`src/pwrseq_pkg.sv`:
```
`default_nettype none
package pwrseq_pkg;
   // register offsets (byte addresses, one word each)
   localparam logic [7:0] ADDR_IFCFG = 8'h00;
   localparam logic [7:0] ADDR_STREAM = 8'h04;
   localparam logic [7:0] ADDR_CALTRIG = 8'h40;
   localparam logic [7:0] ADDR_PD0 = 8'h64;
   localparam logic [7:0] ADDR_PD1 = 8'h68;
   localparam logic [7:0] ADDR_FREQ = 8'h80;
   localparam logic [7:0] ADDR_STATUS = 8'h84;
   // interface config fields and the stream-disable field
   localparam int IF_FOUR_WIRE = 0;
   localparam int IF_IO_LEVEL = 1;
   localparam int IF_ADDR_INC = 2;
   localparam int IF_DB_DIS = 3;
   localparam int STREAM_DIS = 0;
   // power-down fields
   localparam int PD0_GROUP = 0;
   localparam int PD1_GLOBAL = 0;
   localparam int PD1_REFDET = 1;
   localparam int PD1_OUT1 = 2;
   localparam int PD1_OUT2 = 3;
   // reset values
   localparam logic [31:0] RST_IFCFG = 32'h0000_0000;
   localparam logic [31:0] RST_STREAM = 32'h0000_0000;
   localparam logic [31:0] RST_PD0 = 32'h0000_0000;
   localparam logic [31:0] RST_PD1 = 32'h0000_000F;
   localparam logic [31:0] RST_FREQ = 32'h0000_0000;
   // timing
   localparam int CLK_HZ = 40_000_000;
   localparam int CE_SETTLE_US = 200;
   localparam int PD_SETTLE_US = 10;
   localparam int CE_SETTLE_CYC = (CE_SETTLE_US * (CLK_HZ / 1000) + 999) / 1000;
   localparam int PD_SETTLE_CYC = (PD_SETTLE_US * (CLK_HZ / 1000) + 999) / 1000;

   typedef enum {ST_OFF, ST_SETTLE, ST_PROG, ST_WAKE, ST_READY, ST_RUN}
      seq_state_t;

   typedef struct packed {
      logic [7:0] address;
      logic read;
      logic write;
      logic [31:0] writedata;
      logic burst;
   } av_req_t;
endpackage
`default_nettype wire

```
`src/pwr_timer.sv`:
```
`timescale 1ns/1ps
`default_nettype none
module pwr_timer #(
   parameter int WIDTH = 16
) (
   input wire logic i_clk_sys, // system clock
   input wire logic i_resetn, // sync reset, active low
   input wire logic i_start, // load and run
   input wire logic [WIDTH-1:0] i_count, // cycles to wait
   output logic o_done // level, high once count ran out
);
   logic [WIDTH-1:0] cnt_ff, nxt_cnt;
   logic done_ff, nxt_done;
   always_comb begin
      nxt_cnt = cnt_ff;
      nxt_done = done_ff;
      if (i_start) begin
         nxt_cnt = i_count;
         nxt_done = 1'b0;
      end else if (!done_ff) begin
         if (cnt_ff <= {{(WIDTH-1){1'b0}}, 1'b1}) begin
            nxt_done = 1'b1;
         end else begin
            nxt_cnt = cnt_ff - {{(WIDTH-1){1'b0}}, 1'b1};
         end
      end
   end
   always_ff @(posedge i_clk_sys) begin
      if (!i_resetn) begin
         cnt_ff <= '0;
         done_ff <= 1'b0;
      end else begin
         cnt_ff <= nxt_cnt;
         done_ff <= nxt_done;
      end
   end
   assign o_done = done_ff;
endmodule // pwr_timer
`default_nettype wire

```
`src/synth_powerup_sequencer.sv`:
```
`timescale 1ns/1ps
`default_nettype none
// How it works
// writing the calibration trigger starts calibration and loads buffered fields.
// host writes the calibration trigger last in any sequence.
// stream-disable set refuses burst transfers; clear accepts them.
// host keeps all grouped internal power-down bits equal.
// host sets grouped bits only for ambient temperature measurement.
// global, ref-detector and both output power-downs act independently.
// before chip enable the device is powered down and ignores writes.
// host waits 200 us after chip enable before programming.
// host first sets four-wire and io-level bits.
// host programs registers from top address down to trigger.
// device stays powered down until the global bit is cleared.
// host waits 10 us after clearing global bit before triggering.
// after calibration trigger, frequency may be reprogrammed any time.
// global bit set powers down, keeps registers, port stays usable.
// global bit cleared restores frequency, blocks powered within 10 us.
// any chip-enable toggle powers down and resets all registers.
// address-increment select picks burst direction up or down.
// with double buffering off, writes go straight to active copy.
// host measures waits with a cycle counter rounded up.
module synth_powerup_sequencer
   import pwrseq_pkg::*;
#(
   parameter int SETTLE_CYCLES = CE_SETTLE_CYC,
   parameter int WAKE_CYCLES = PD_SETTLE_CYC
) (
   input wire logic i_clk_sys, // 40 MHz clock
   input wire logic i_resetn, // sync reset, active low
   input wire logic i_chip_en, // chip-enable pin level
   input wire pwrseq_pkg::av_req_t i_av, // avalon request
   output logic [31:0] o_av_readdata, // avalon read data
   output logic o_av_waitrequest, // avalon wait
   output logic o_blocks_on, // internal blocks powered
   output logic o_cal_start, // one-cycle calibration pulse
   output logic [31:0] o_freq_active, // active frequency word
   output logic [3:0] o_pd_active // global,refdet,out1,out2 applied
);
   import pwrseq_pkg::*;

   seq_state_t st_ff, nxt_st;
   logic ce_q_ff, nxt_ce_q;
   logic [31:0] ifcfg_ff, nxt_ifcfg, stream_ff, nxt_stream;
   logic [31:0] pd0_ff, nxt_pd0, pd1_ff, nxt_pd1;
   logic [31:0] freq_main_ff, nxt_freq_main, freq_act_ff, nxt_freq_act;
   logic [31:0] rdata_ff, nxt_rdata;
   logic wait_ff, nxt_wait, cal_ff, nxt_cal, on_ff, nxt_on;
   logic [3:0] pda_ff, nxt_pda;
   logic [7:0] burst_addr_ff, nxt_burst_addr;
   logic in_burst_ff, nxt_in_burst;
   logic tmr_start;
   logic [15:0] tmr_count;
   logic tmr_done;
   logic acc, wr_ok, ce_edge;
   logic [7:0] eff_addr;

   pwr_timer #(.WIDTH(16)) u_timer (
      .i_clk_sys(i_clk_sys),
      .i_resetn(i_resetn),
      .i_start(tmr_start),
      .i_count(tmr_count),
      .o_done(tmr_done)
   );

   assign ce_edge = i_chip_en != ce_q_ff;
   // one-cycle access: waitrequest drops the cycle after the request rises
   assign acc = (i_av.read || i_av.write) && wait_ff == 1'b0 ? 1'b0 :
                (i_av.read || i_av.write);

   always_comb begin
      nxt_st = st_ff;
      nxt_ce_q = i_chip_en;
      nxt_ifcfg = ifcfg_ff;
      nxt_stream = stream_ff;
      nxt_pd0 = pd0_ff;
      nxt_pd1 = pd1_ff;
      nxt_freq_main = freq_main_ff;
      nxt_freq_act = freq_act_ff;
      nxt_rdata = rdata_ff;
      nxt_wait = 1'b1;
      nxt_cal = 1'b0;
      nxt_burst_addr = burst_addr_ff;
      nxt_in_burst = in_burst_ff;
      tmr_start = 1'b0;
      tmr_count = 16'(SETTLE_CYCLES);
      eff_addr = in_burst_ff ? burst_addr_ff : i_av.address;
      wr_ok = 1'b0;
      // refused burst beats complete but change nothing
      if (acc && wait_ff) begin
         nxt_wait = 1'b0;
         wr_ok = i_av.write && st_ff != ST_OFF && st_ff != ST_SETTLE;
         if (i_av.burst && stream_ff[STREAM_DIS]) begin
            wr_ok = 1'b0;
         end
         nxt_rdata = 32'h0000_0000;
         case (eff_addr)
            ADDR_IFCFG: nxt_rdata = ifcfg_ff;
            ADDR_STREAM: nxt_rdata = stream_ff;
            ADDR_PD0: nxt_rdata = pd0_ff;
            ADDR_PD1: nxt_rdata = pd1_ff;
            ADDR_FREQ: nxt_rdata = ifcfg_ff[IF_DB_DIS] ? freq_act_ff
                                                        : freq_main_ff;
            ADDR_STATUS: nxt_rdata = {28'h0, tmr_done, on_ff, 2'(st_ff)};
            default: nxt_rdata = 32'h0000_0000;
         endcase
         if (wr_ok) begin
            case (eff_addr)
               ADDR_IFCFG: nxt_ifcfg = {28'h0, i_av.writedata[3:0]};
               ADDR_STREAM: nxt_stream = {31'h0, i_av.writedata[0]};
               ADDR_PD0: nxt_pd0 = {31'h0, i_av.writedata[PD0_GROUP]};
               ADDR_PD1: nxt_pd1 = {28'h0, i_av.writedata[3:0]};
               ADDR_FREQ: begin
                  if (ifcfg_ff[IF_DB_DIS]) begin
                     nxt_freq_act = i_av.writedata;
                  end else begin
                     nxt_freq_main = i_av.writedata;
                  end
               end
               ADDR_CALTRIG: begin
                  nxt_cal = 1'b1;
                  nxt_freq_act = freq_main_ff;
               end
               default: ;
            endcase
         end
         // burst address steps after each accepted beat
         if (i_av.burst && !stream_ff[STREAM_DIS]) begin
            nxt_in_burst = 1'b1;
            nxt_burst_addr = ifcfg_ff[IF_ADDR_INC] ? eff_addr + 8'h04
                                                   : eff_addr - 8'h04;
         end else begin
            nxt_in_burst = 1'b0;
         end
      end
      case (st_ff)
         ST_OFF: if (i_chip_en) begin
            nxt_st = ST_SETTLE;
            tmr_start = 1'b1;
         end
         ST_SETTLE: if (tmr_done) nxt_st = ST_PROG;
         ST_PROG, ST_RUN: begin
            if (!nxt_pd1[PD1_GLOBAL]) begin
               nxt_st = ST_WAKE;
               tmr_start = 1'b1;
               tmr_count = 16'(WAKE_CYCLES);
            end
         end
         ST_WAKE: begin
            if (nxt_pd1[PD1_GLOBAL]) nxt_st = ST_PROG;
            else if (tmr_done) nxt_st = ST_READY;
         end
         ST_READY: begin
            if (nxt_pd1[PD1_GLOBAL]) nxt_st = ST_PROG;
            else if (nxt_cal) nxt_st = ST_RUN;
         end
         default: nxt_st = ST_OFF;
      endcase
      if (st_ff == ST_RUN && nxt_pd1[PD1_GLOBAL]) begin
         nxt_st = ST_PROG;
      end
      if (st_ff == ST_RUN && !nxt_pd1[PD1_GLOBAL]) begin
         nxt_st = ST_RUN;
      end
      nxt_on = nxt_st == ST_READY || nxt_st == ST_RUN;
      nxt_pda = {nxt_pd1[PD1_OUT2], nxt_pd1[PD1_OUT1], nxt_pd1[PD1_REFDET],
                 !nxt_on};
      if (ce_edge) begin
         nxt_st = ST_OFF;
         nxt_ifcfg = RST_IFCFG;
         nxt_stream = RST_STREAM;
         nxt_pd0 = RST_PD0;
         nxt_pd1 = RST_PD1;
         nxt_freq_main = RST_FREQ;
         nxt_freq_act = RST_FREQ;
         nxt_in_burst = 1'b0;
         nxt_on = 1'b0;
         nxt_cal = 1'b0;
         nxt_pda = 4'hF;
      end
      if (!(i_av.read || i_av.write)) nxt_in_burst = in_burst_ff && i_av.burst;
   end

   always_ff @(posedge i_clk_sys) begin
      if (!i_resetn) begin
         st_ff <= ST_OFF;
         ce_q_ff <= 1'b0;
         ifcfg_ff <= RST_IFCFG;
         stream_ff <= RST_STREAM;
         pd0_ff <= RST_PD0;
         pd1_ff <= RST_PD1;
         freq_main_ff <= RST_FREQ;
         freq_act_ff <= RST_FREQ;
         rdata_ff <= 32'h0000_0000;
         wait_ff <= 1'b1;
         cal_ff <= 1'b0;
         on_ff <= 1'b0;
         pda_ff <= 4'hF;
         burst_addr_ff <= 8'h00;
         in_burst_ff <= 1'b0;
      end else begin
         st_ff <= nxt_st;
         ce_q_ff <= nxt_ce_q;
         ifcfg_ff <= nxt_ifcfg;
         stream_ff <= nxt_stream;
         pd0_ff <= nxt_pd0;
         pd1_ff <= nxt_pd1;
         freq_main_ff <= nxt_freq_main;
         freq_act_ff <= nxt_freq_act;
         rdata_ff <= nxt_rdata;
         wait_ff <= nxt_wait;
         cal_ff <= nxt_cal;
         on_ff <= nxt_on;
         pda_ff <= nxt_pda;
         burst_addr_ff <= nxt_burst_addr;
         in_burst_ff <= nxt_in_burst;
      end
   end

   assign o_av_readdata = rdata_ff;
   assign o_av_waitrequest = wait_ff;
   assign o_blocks_on = on_ff;
   assign o_cal_start = cal_ff;
   assign o_freq_active = freq_act_ff;
   assign o_pd_active = pda_ff;
endmodule // synth_powerup_sequencer
`default_nettype wire

```
`config.mk`:
```
export PLATFORM = sky130hd
export DESIGN_NAME = synth_powerup_sequencer
export DESIGN_NICKNAME = d
export VERILOG_FILES = /design/src/pwrseq_pkg.sv /design/src/pwr_timer.sv /design/src/synth_powerup_sequencer.sv
export SDC_FILE = /design/constraint.sdc
export NUM_CORES = 1
export LEC_CHECK = 0
export ABC_AREA = 1
export BUFFER_PORTS_ARGS = -buffer_cell sky130_fd_sc_hd__buf_4
export CAP_MARGIN = 10
export CORE_AREA = 5 5 125 127
export CTS_CLUSTER_SIZE = 28
export DETAILED_ROUTE_END_ITERATION = 8
export DIE_AREA = 0 0 130 132
export MAX_ROUTING_LAYER = met4
export PLACE_DENSITY = 0.77
export SLEW_MARGIN = 20
export SYNTH_ARGS = -nofsm -noshare
export SYNTH_HDL_FRONTEND = slang
export SYNTH_HIERARCHICAL = 1
export SYNTH_SLANG_ARGS = --single-unit
```
`constraint.sdc`:
```
create_clock -name i_clk_sys -period 4.4 [get_ports i_clk_sys]
set_clock_uncertainty 0.1 [all_clocks]
set_input_delay 0.66 -clock i_clk_sys [delete_from_list [all_inputs] [get_ports i_clk_sys]]
set_output_delay 0.66 -clock i_clk_sys [all_outputs]
set_load 0.02 [all_outputs]
```
== After elaboration in Yosys (flattened, before gate mapping) ==
Index checks and enable logic that the tools add are counted.

* Add/subtract/negate cells: 3
* Multipliers: 0
* Div/mod/pow operators: 0
* Order comparisons: 1
* Equal/unequal tests: 20
* Shift operators: 0
* Muxes and demuxes: 40
* Bitwise gates (word level): 3
* Reduce and logical (&&, ||, !) cells: 28

{| class="wikitable"
|+ Operators with widths
! operator !! number
|-
| $mux 32 || 11
|-
| $pmux 32 s6 || 1
|-
| $pmux 32 s5 || 1
|-
| $eq 32x4->1 const B || 3
|-
| $eq 32x2->1 const B || 2
|-
| $eq 32x3->1 const B || 2
|-
| $pmux 32 s2 || 1
|-
| $mux 16 || 3
|-
| $eq 32x1->1 const B || 1
|-
| $logic_not 32->1 || 1
|-
| $ne 32x2->1 const B || 1
|-
| $reduce_bool 32->1 || 1
|-
| $mux 13 || 2
|-
| $eq 8x7->1 const B || 3
|-
| $eq 8x8->1 const B || 2
|-
| $le 16x1->1 const B || 1
|-
| $mux 8 || 2
|-
| $sub 16x1->16 const B || 1
|-
| $mux 1 || 15
|-
| $mux 4 || 3
|-
| $logic_and 1x1->1 || 9
|-
| $reduce_and 3->1 || 3
|-
| $add 8x3->8 const B || 1
|-
| $eq 8x3->1 const B || 1
|-
| other kinds (13) || 24
|}

* Register bits after elaboration: 172
* Bits in latches: 0
* Bits in writable memories: 0
* Bits in read-only memories: 0
* Word-level logic and storage cells: 112
* Memories: 0

== Longest topological paths before layout ==
* Word-level depth: 15
* Mapped depth: 24
* Depth with buffers taken out: 22

== Modules after synthesis ==
The synthesis kept the hierarchy.

{| class="wikitable"
|+ By module, submodules not included
! module !! instances !! cells each !! area an instance (µm²)
|-
| synth_powerup_sequencer || 1 || 876 || 6578.8
|-
| pwr_timer || 1 || 185 || 1142.3
|}

== Worst setup path after synthesis ==
No wires, ideal clock.

* Path type: input-to-reg
* From: input port i_av[38] in the netlist's numbering
* To: register u_timer.cnt_ff[4]
* Library setup time: 0.121 ns
* Arrival: 2.833 ns
* Path slack: 1.346 ns
* Stages on the path: 19
* Path buffers: 2
* Path through: o21ai_0 -> inv_1 -> ha_1 -> inv_1 -> nor2_1 -> nand2_2 -> nand2_1 -> nand2_1 -> inv_2 -> nand2_2 -> nand2_4 -> nand2_4 -> o21ai_0 -> buf_2 -> inv_2 -> clkbuf_1 -> nand3_1 -> o2111ai_1 -> nand2_1

* Word-level cells in the longest chain between the ends: 9
* Elaborated cells on any way between the ends: 13

{| class="wikitable"
|+ Ends and longest elaborated chain
! what !! RTL line !! RTL
|-
| start: declaration || synth_powerup_sequencer.sv:32 || <nowiki>input wire pwrseq_pkg::av_req_t i_av,</nowiki>
|-
| $mux 8 (*) || synth_powerup_sequencer.sv:87 || <nowiki>eff_addr = in_burst_ff ? burst_addr_ff : i_av.address;</nowiki>
|-
| $eq 8x7->1 (*) || synth_powerup_sequencer.sv:108 || <nowiki>case (eff_addr)</nowiki>
|-
| $mux 4 (*) || synth_powerup_sequencer.sv:108 ||
|-
| $mux 4 (*) || synth_powerup_sequencer.sv:107 || <nowiki>if (wr_ok) begin</nowiki>
|-
| $mux 4 (*) || synth_powerup_sequencer.sv:90 || <nowiki>if (acc && wait_ff) begin</nowiki>
|-
| $mux 1 (*) || synth_powerup_sequencer.sv:143 || <nowiki>if (!nxt_pd1[PD1_GLOBAL]) begin</nowiki>
|-
| $pmux 1 s2 (*) || synth_powerup_sequencer.sv:136 || <nowiki>case (st_ff)</nowiki>
|-
| net tmr_start || synth_powerup_sequencer.sv:52 || <nowiki>logic tmr_start;</nowiki>
|-
| $ne 2x2->1 (no source line) || - ||
|-
| $reduce_and 2->1 (no source line) || - ||
|-
| end signal: assignment || pwr_timer.sv:33 || <nowiki>cnt_ff <= nxt_cnt;</nowiki>
|-
| end: declaration || pwr_timer.sv:12 || <nowiki>logic [WIDTH-1:0] cnt_ff, nxt_cnt;</nowiki>
|}

Mark *: on every way through the listed nets, which the timed path passes. The rest lies on a longest branch.
A chain may end at the register's enable or synchronous reset.

== Worst setup path after layout ==
* From: register in_burst_ff
* To: register u_timer.cnt_ff[12]

* Word-level cells in the longest chain between the ends: 9
* Elaborated cells on any way between the ends: 13

{| class="wikitable"
|+ Ends and longest elaborated chain
! what !! RTL line !! RTL
|-
| start: declaration || synth_powerup_sequencer.sv:51 || <nowiki>logic in_burst_ff, nxt_in_burst;</nowiki>
|-
| start signal: assignment || synth_powerup_sequencer.sv:216 || <nowiki>in_burst_ff <= nxt_in_burst;</nowiki>
|-
| $mux 8 (*) || synth_powerup_sequencer.sv:87 ||
|-
| $eq 8x7->1 (*) || synth_powerup_sequencer.sv:108 ||
|-
| $mux 4 (*) || synth_powerup_sequencer.sv:108 ||
|-
| $mux 4 (*) || synth_powerup_sequencer.sv:107 ||
|-
| $mux 4 (*) || synth_powerup_sequencer.sv:90 ||
|-
| $mux 1 (*) || synth_powerup_sequencer.sv:143 ||
|-
| $pmux 1 s2 (*) || synth_powerup_sequencer.sv:136 ||
|-
| net tmr_start || synth_powerup_sequencer.sv:52 ||
|-
| $ne 2x2->1 (no source line) || - ||
|-
| $reduce_and 2->1 (no source line) || - ||
|}

Marks and branches as above.

==> metrics.log <==
[metrics] number of gates given a new drive strength after cts: 0
[metrics] per-instance average area after synthesis: 7.28 sq um
[metrics] sum of overflow across all layers after global routing: 0
[metrics] DRT Pass-1 Iters: 5
[metrics] Max Fanout on Critical Path: 18
[metrics] required time of the critical path: 4.67 ns
[metrics] worst-case hold slack: 0.354 ns
[metrics] number of core rows: 44
[metrics] Critical Setup Path Class: register to register
[metrics] number of sinks handled by clock tree synthesis: 169
[metrics] core area: 14,300 sq um
[metrics] number of hold-slack violations in the final timing report: 0
[metrics] placed cell count: 1,353
[metrics] number of violations of the max-capacitance limit: 0
[metrics] layout filler cell count: 1,267
[metrics] maximum level of the CTS H-tree: 4
[metrics] RSZ-0062 raised after global routing: no
[metrics] xor/xnor cell area share of the yosys netlist: 1.25%
[metrics] Worst setup SP type: register
[metrics] Layout Cells excl Fill: 1,385
[metrics] Syn Inst Count: 1,061
[metrics] cell type contributing the most total cell area after synthesis: sky130_fd_sc_hd__dfxtp_1
[metrics] count of vias placed by the detailed router: 7,178
[metrics] cells along the critical path: inv_8, or2_2, o21ai_0, ha_1, inv_1, nor2_1, nand3_1, nand2_1, inv_2, nand2_2, nand2_4, nand2_4, o21ai_0, inv_2, nand3_2, inv_1, nand2_1, nand3_1, nand2_1, inv_1
[metrics] Post-synth EDFFs: 0
[metrics] cell area power density: 433 nW/um^2
[metrics] dominant synthesized flop cell: sky130_fd_sc_hd__dfxtp_1
[metrics] maximum number of pins on one net before global-route repair: 67
[metrics] post-synthesis compound-gate area fraction: 19.2%
[metrics] number of port buffers: 116
[metrics] effective utilization at floorplan: 53.9%
[metrics] detailed placer's ending HPWL: 13.0 mm
[metrics] detailed-route DRC error count: 0
[metrics] run status: finished, final reports clean
[metrics] number of buffers created by CTS: 17
[metrics] antenna violations before repair: 0
[metrics] clock tree buffer depth: 2
[metrics] post-synthesis register bit count: 169
[metrics] Max stage delay on crit path: 0.61 ns
[metrics] slew at the pin closest to its max-slew limit: 1.11 ns
[metrics] total of hold buffers inserted after clock tree synthesis: 0
[metrics] number of nets with antenna violations after detailed routing: 0
[metrics] highest clock rate: 263 MHz
[metrics] I/O pins: 117
[metrics] simple-gate portion of the synthesized area: 24.4%
[metrics] Finished Core Util: 65.1%
[metrics] share of the cycle needed by the critical path after routing: 86.4%
[metrics] detail-routed net length per standard cell: 13.9 microns
[metrics] final-stage net count: 1,241
[metrics] Slowest-stage cell, CP: sky130_fd_sc_hd__dfxtp_1
[metrics] width of the chip: 130 microns
[metrics] die height: 132 microns
[metrics] TritonCTS clock tree: yes
[metrics] area delta synth->final: 20.7%
[metrics] warnings from Yosys: 6
[metrics] top cells by area in the synthesized netlist: sky130_fd_sc_hd__dfxtp_1 44%, sky130_fd_sc_hd__nand2_1 12%, sky130_fd_sc_hd__inv_1 6.0%
[metrics] top cell type's share of synthesized area: 43.8%
[metrics] endpoint kind of the worst setup timing path: register
[metrics] clk root buf: sky130_fd_sc_hd__clkbuf_16
[metrics] count of pins over their slew limit: 0
[metrics] maximum vdd ir drop: 266 uV
[metrics] hold crit path type: register to register
[metrics] cell area after technology mapping: 7720 sq um
[metrics] post-detailed-routing wire length: 19.3 mm
[metrics] combinational family with the most area after synthesis: simple AND/OR/NAND/NOR gates
[metrics] layout cell share with drive strength beyond 1: 17.3%
[metrics] wire length of the first global-routing pass: 31.7 mm
[metrics] detailed router's first-iteration violation count: 451
[metrics] GPL Wtd Cong: 0.943
[metrics] async set-reset flop share out of synthesis: 0%
[metrics] most frequent cells in the layout: 257 x sky130_fd_sc_hd__nand2_1, 169 x sky130_fd_sc_hd__dfxtp_1, 123 x sky130_fd_sc_hd__buf_4
[metrics] relative slew slack: 25.4%
[metrics] routed via count divided by cell count: 5.18
[metrics] setup tns final: 0 ns
[metrics] Final setup viols: 0
[metrics] insertion delay of the later-clocked pin in the worst-skew pair: 0.42 ns
[metrics] clock period minus worst slack: 3.80 ns
[metrics] placed cell area: 8740 sq um
[metrics] leakage: 0.00434 uW
[metrics] leading cell type in the layout, fill and taps excluded: sky130_fd_sc_hd__nand2_1
[metrics] post-layout instance area: 9320 sq um
[metrics] via count of the first global-routing pass: 6,553
[metrics] Post CTS Setup Buffer Count: 0
[metrics] clock slew seen by the registers of the worst setup and hold paths: 0.06 ns
[metrics] portion of netlist area occupied by mux cells: 0%
[metrics] number of diodes: 0
[metrics] post-synthesis share of cell area spent on full adders, half adders and majority gates: 1.13%
[metrics] Worst EP arrival: 4.07 ns
[metrics] part of the Yosys area used for sequential elements: 43.8%
[metrics] area of the die: 17,200 sq um
[metrics] total global-route track usage: 23.1%
[metrics] Distinct cells, synth: 46
==> power breakdown <==
group          internal (uW)  switching [uW]  leakage (uW)
registers               1620            88.5       0.00138
logic                    310             546       0.00267
clock network            863             609      0.000290
total                   2790            1240       0.00434
==> cells by family (layout without fill, tap and decap cells) <==
logic type	after synthesis	in the layout
other	2	38
buffers and inverters	183	287
AOI/OAI and AO/OA	263	263
and+or+nand+nor	426	426
DFF	169	169
xor gates and xnor gates	11	11
adders and majority gates	7	7
==> worst paths after layout <==
check / start / to / slack, ns / cells after the start
setup reg to reg: in_burst_ff / u_timer/cnt_ff[12] / 0.60 / 20
hold / removal: ifcfg_ff[0] / ifcfg_ff[0] / 0.35 / 2
hold reg to reg: ifcfg_ff[0] / ifcfg_ff[0] / 0.35 / 2
setup / recovery: in_burst_ff / u_timer/cnt_ff[12] / 0.60 / 20
==> flip-flops by register name (all words and copies together) (netlist names), 4 cells and up <==
signal,cells
burst_addr_ff,8
freq_main_ff,32
ifcfg_ff,4
o_av_readdata,32
o_freq_active,32
pd1_ff,4
st_ff,32
u_timer/cnt_ff,16
==> synth_stat cells (2+ instances only) <==
cell type / instances
sky130_fd_sc_hd__clkbuf_1: 26
sky130_fd_sc_hd__xor2_1: 9
sky130_fd_sc_hd__or2_2: 3
sky130_fd_sc_hd__nand2_4: 5
sky130_fd_sc_hd__buf_4: 3
sky130_fd_sc_hd__a31oi_1: 32
sky130_fd_sc_hd__nand3_2: 3
sky130_fd_sc_hd__nor2_4: 4
sky130_fd_sc_hd__buf_2: 14
sky130_fd_sc_hd__nand3_1: 31
sky130_fd_sc_hd__nor2_1: 74
sky130_fd_sc_hd__o2111ai_1: 3
sky130_fd_sc_hd__nand3b_1: 3
sky130_fd_sc_hd__nand2_1: 257
sky130_fd_sc_hd__xnor2_1: 2
sky130_fd_sc_hd__nor2_2: 6
sky130_fd_sc_hd__nor3_1: 10
sky130_fd_sc_hd__ha_1: 7
sky130_fd_sc_hd__and2_1: 2
sky130_fd_sc_hd__a21oi_1: 83
sky130_fd_sc_hd__dfxtp_1: 169
sky130_fd_sc_hd__o21ai_0: 67
sky130_fd_sc_hd__nand4_1: 6
sky130_fd_sc_hd__inv_1: 123
sky130_fd_sc_hd__o211ai_1: 32
sky130_fd_sc_hd__o22ai_1: 2
sky130_fd_sc_hd__nand2_2: 19
sky130_fd_sc_hd__buf_6: 8
sky130_fd_sc_hd__inv_2: 5
sky130_fd_sc_hd__conb_1: 2
sky130_fd_sc_hd__o21ai_1: 36
==> routing by layer <==
| metal | track usage [%] | share of wire [%] | up-vias |
|---|---|---|---|
| met2 | 34.2 | 45 | 206 |
| met3 | 4.54 | 6.1 | 34 |
| met4 | 8.66 | 2.4 | 0 |
| met5 | - | 0 | - |
| met1 | 31.3 | 46 | 3275 |
| li1 | - | - | 3663 |
==> per-stage QoR <==
stage	setup slack [ns]	total power [uW]
floorplan	1.35	2390
global placement	0.733	2570
detailed placement	0.636	2590
CTS	0.632	4050
global route	0.190	4250
finish	0.600	4040
==> layout make-up <==
cell class / instances / area (sq um) / share of cell area (%)
multi-input cells: 745 / 3690 / 39.6
flip-flops and latches: 169 / 3380 / 36.3
repair buffers: 123 / 923 / 9.91
inverters: 132 / 507 / 5.44
clock buffers: 20 / 457 / 4.90
well taps: 184 / 230 / 2.47
clock inverters: 12 / 124 / 1.33
==> worst max-delay path, delay by kind of cell (launching register included) <==
kind | cells | cell delay (ns)
buffers and inverters | 6 | 0.77
AO/OA/AOI/OAI | 2 | 0.55
AND/OR/NAND/NOR | 11 | 1.46
adder cells (fa/ha/maj) | 1 | 0.25
flip-flops | 1 | 0.61
Note: power is estimated with default switching activity, not from simulation.
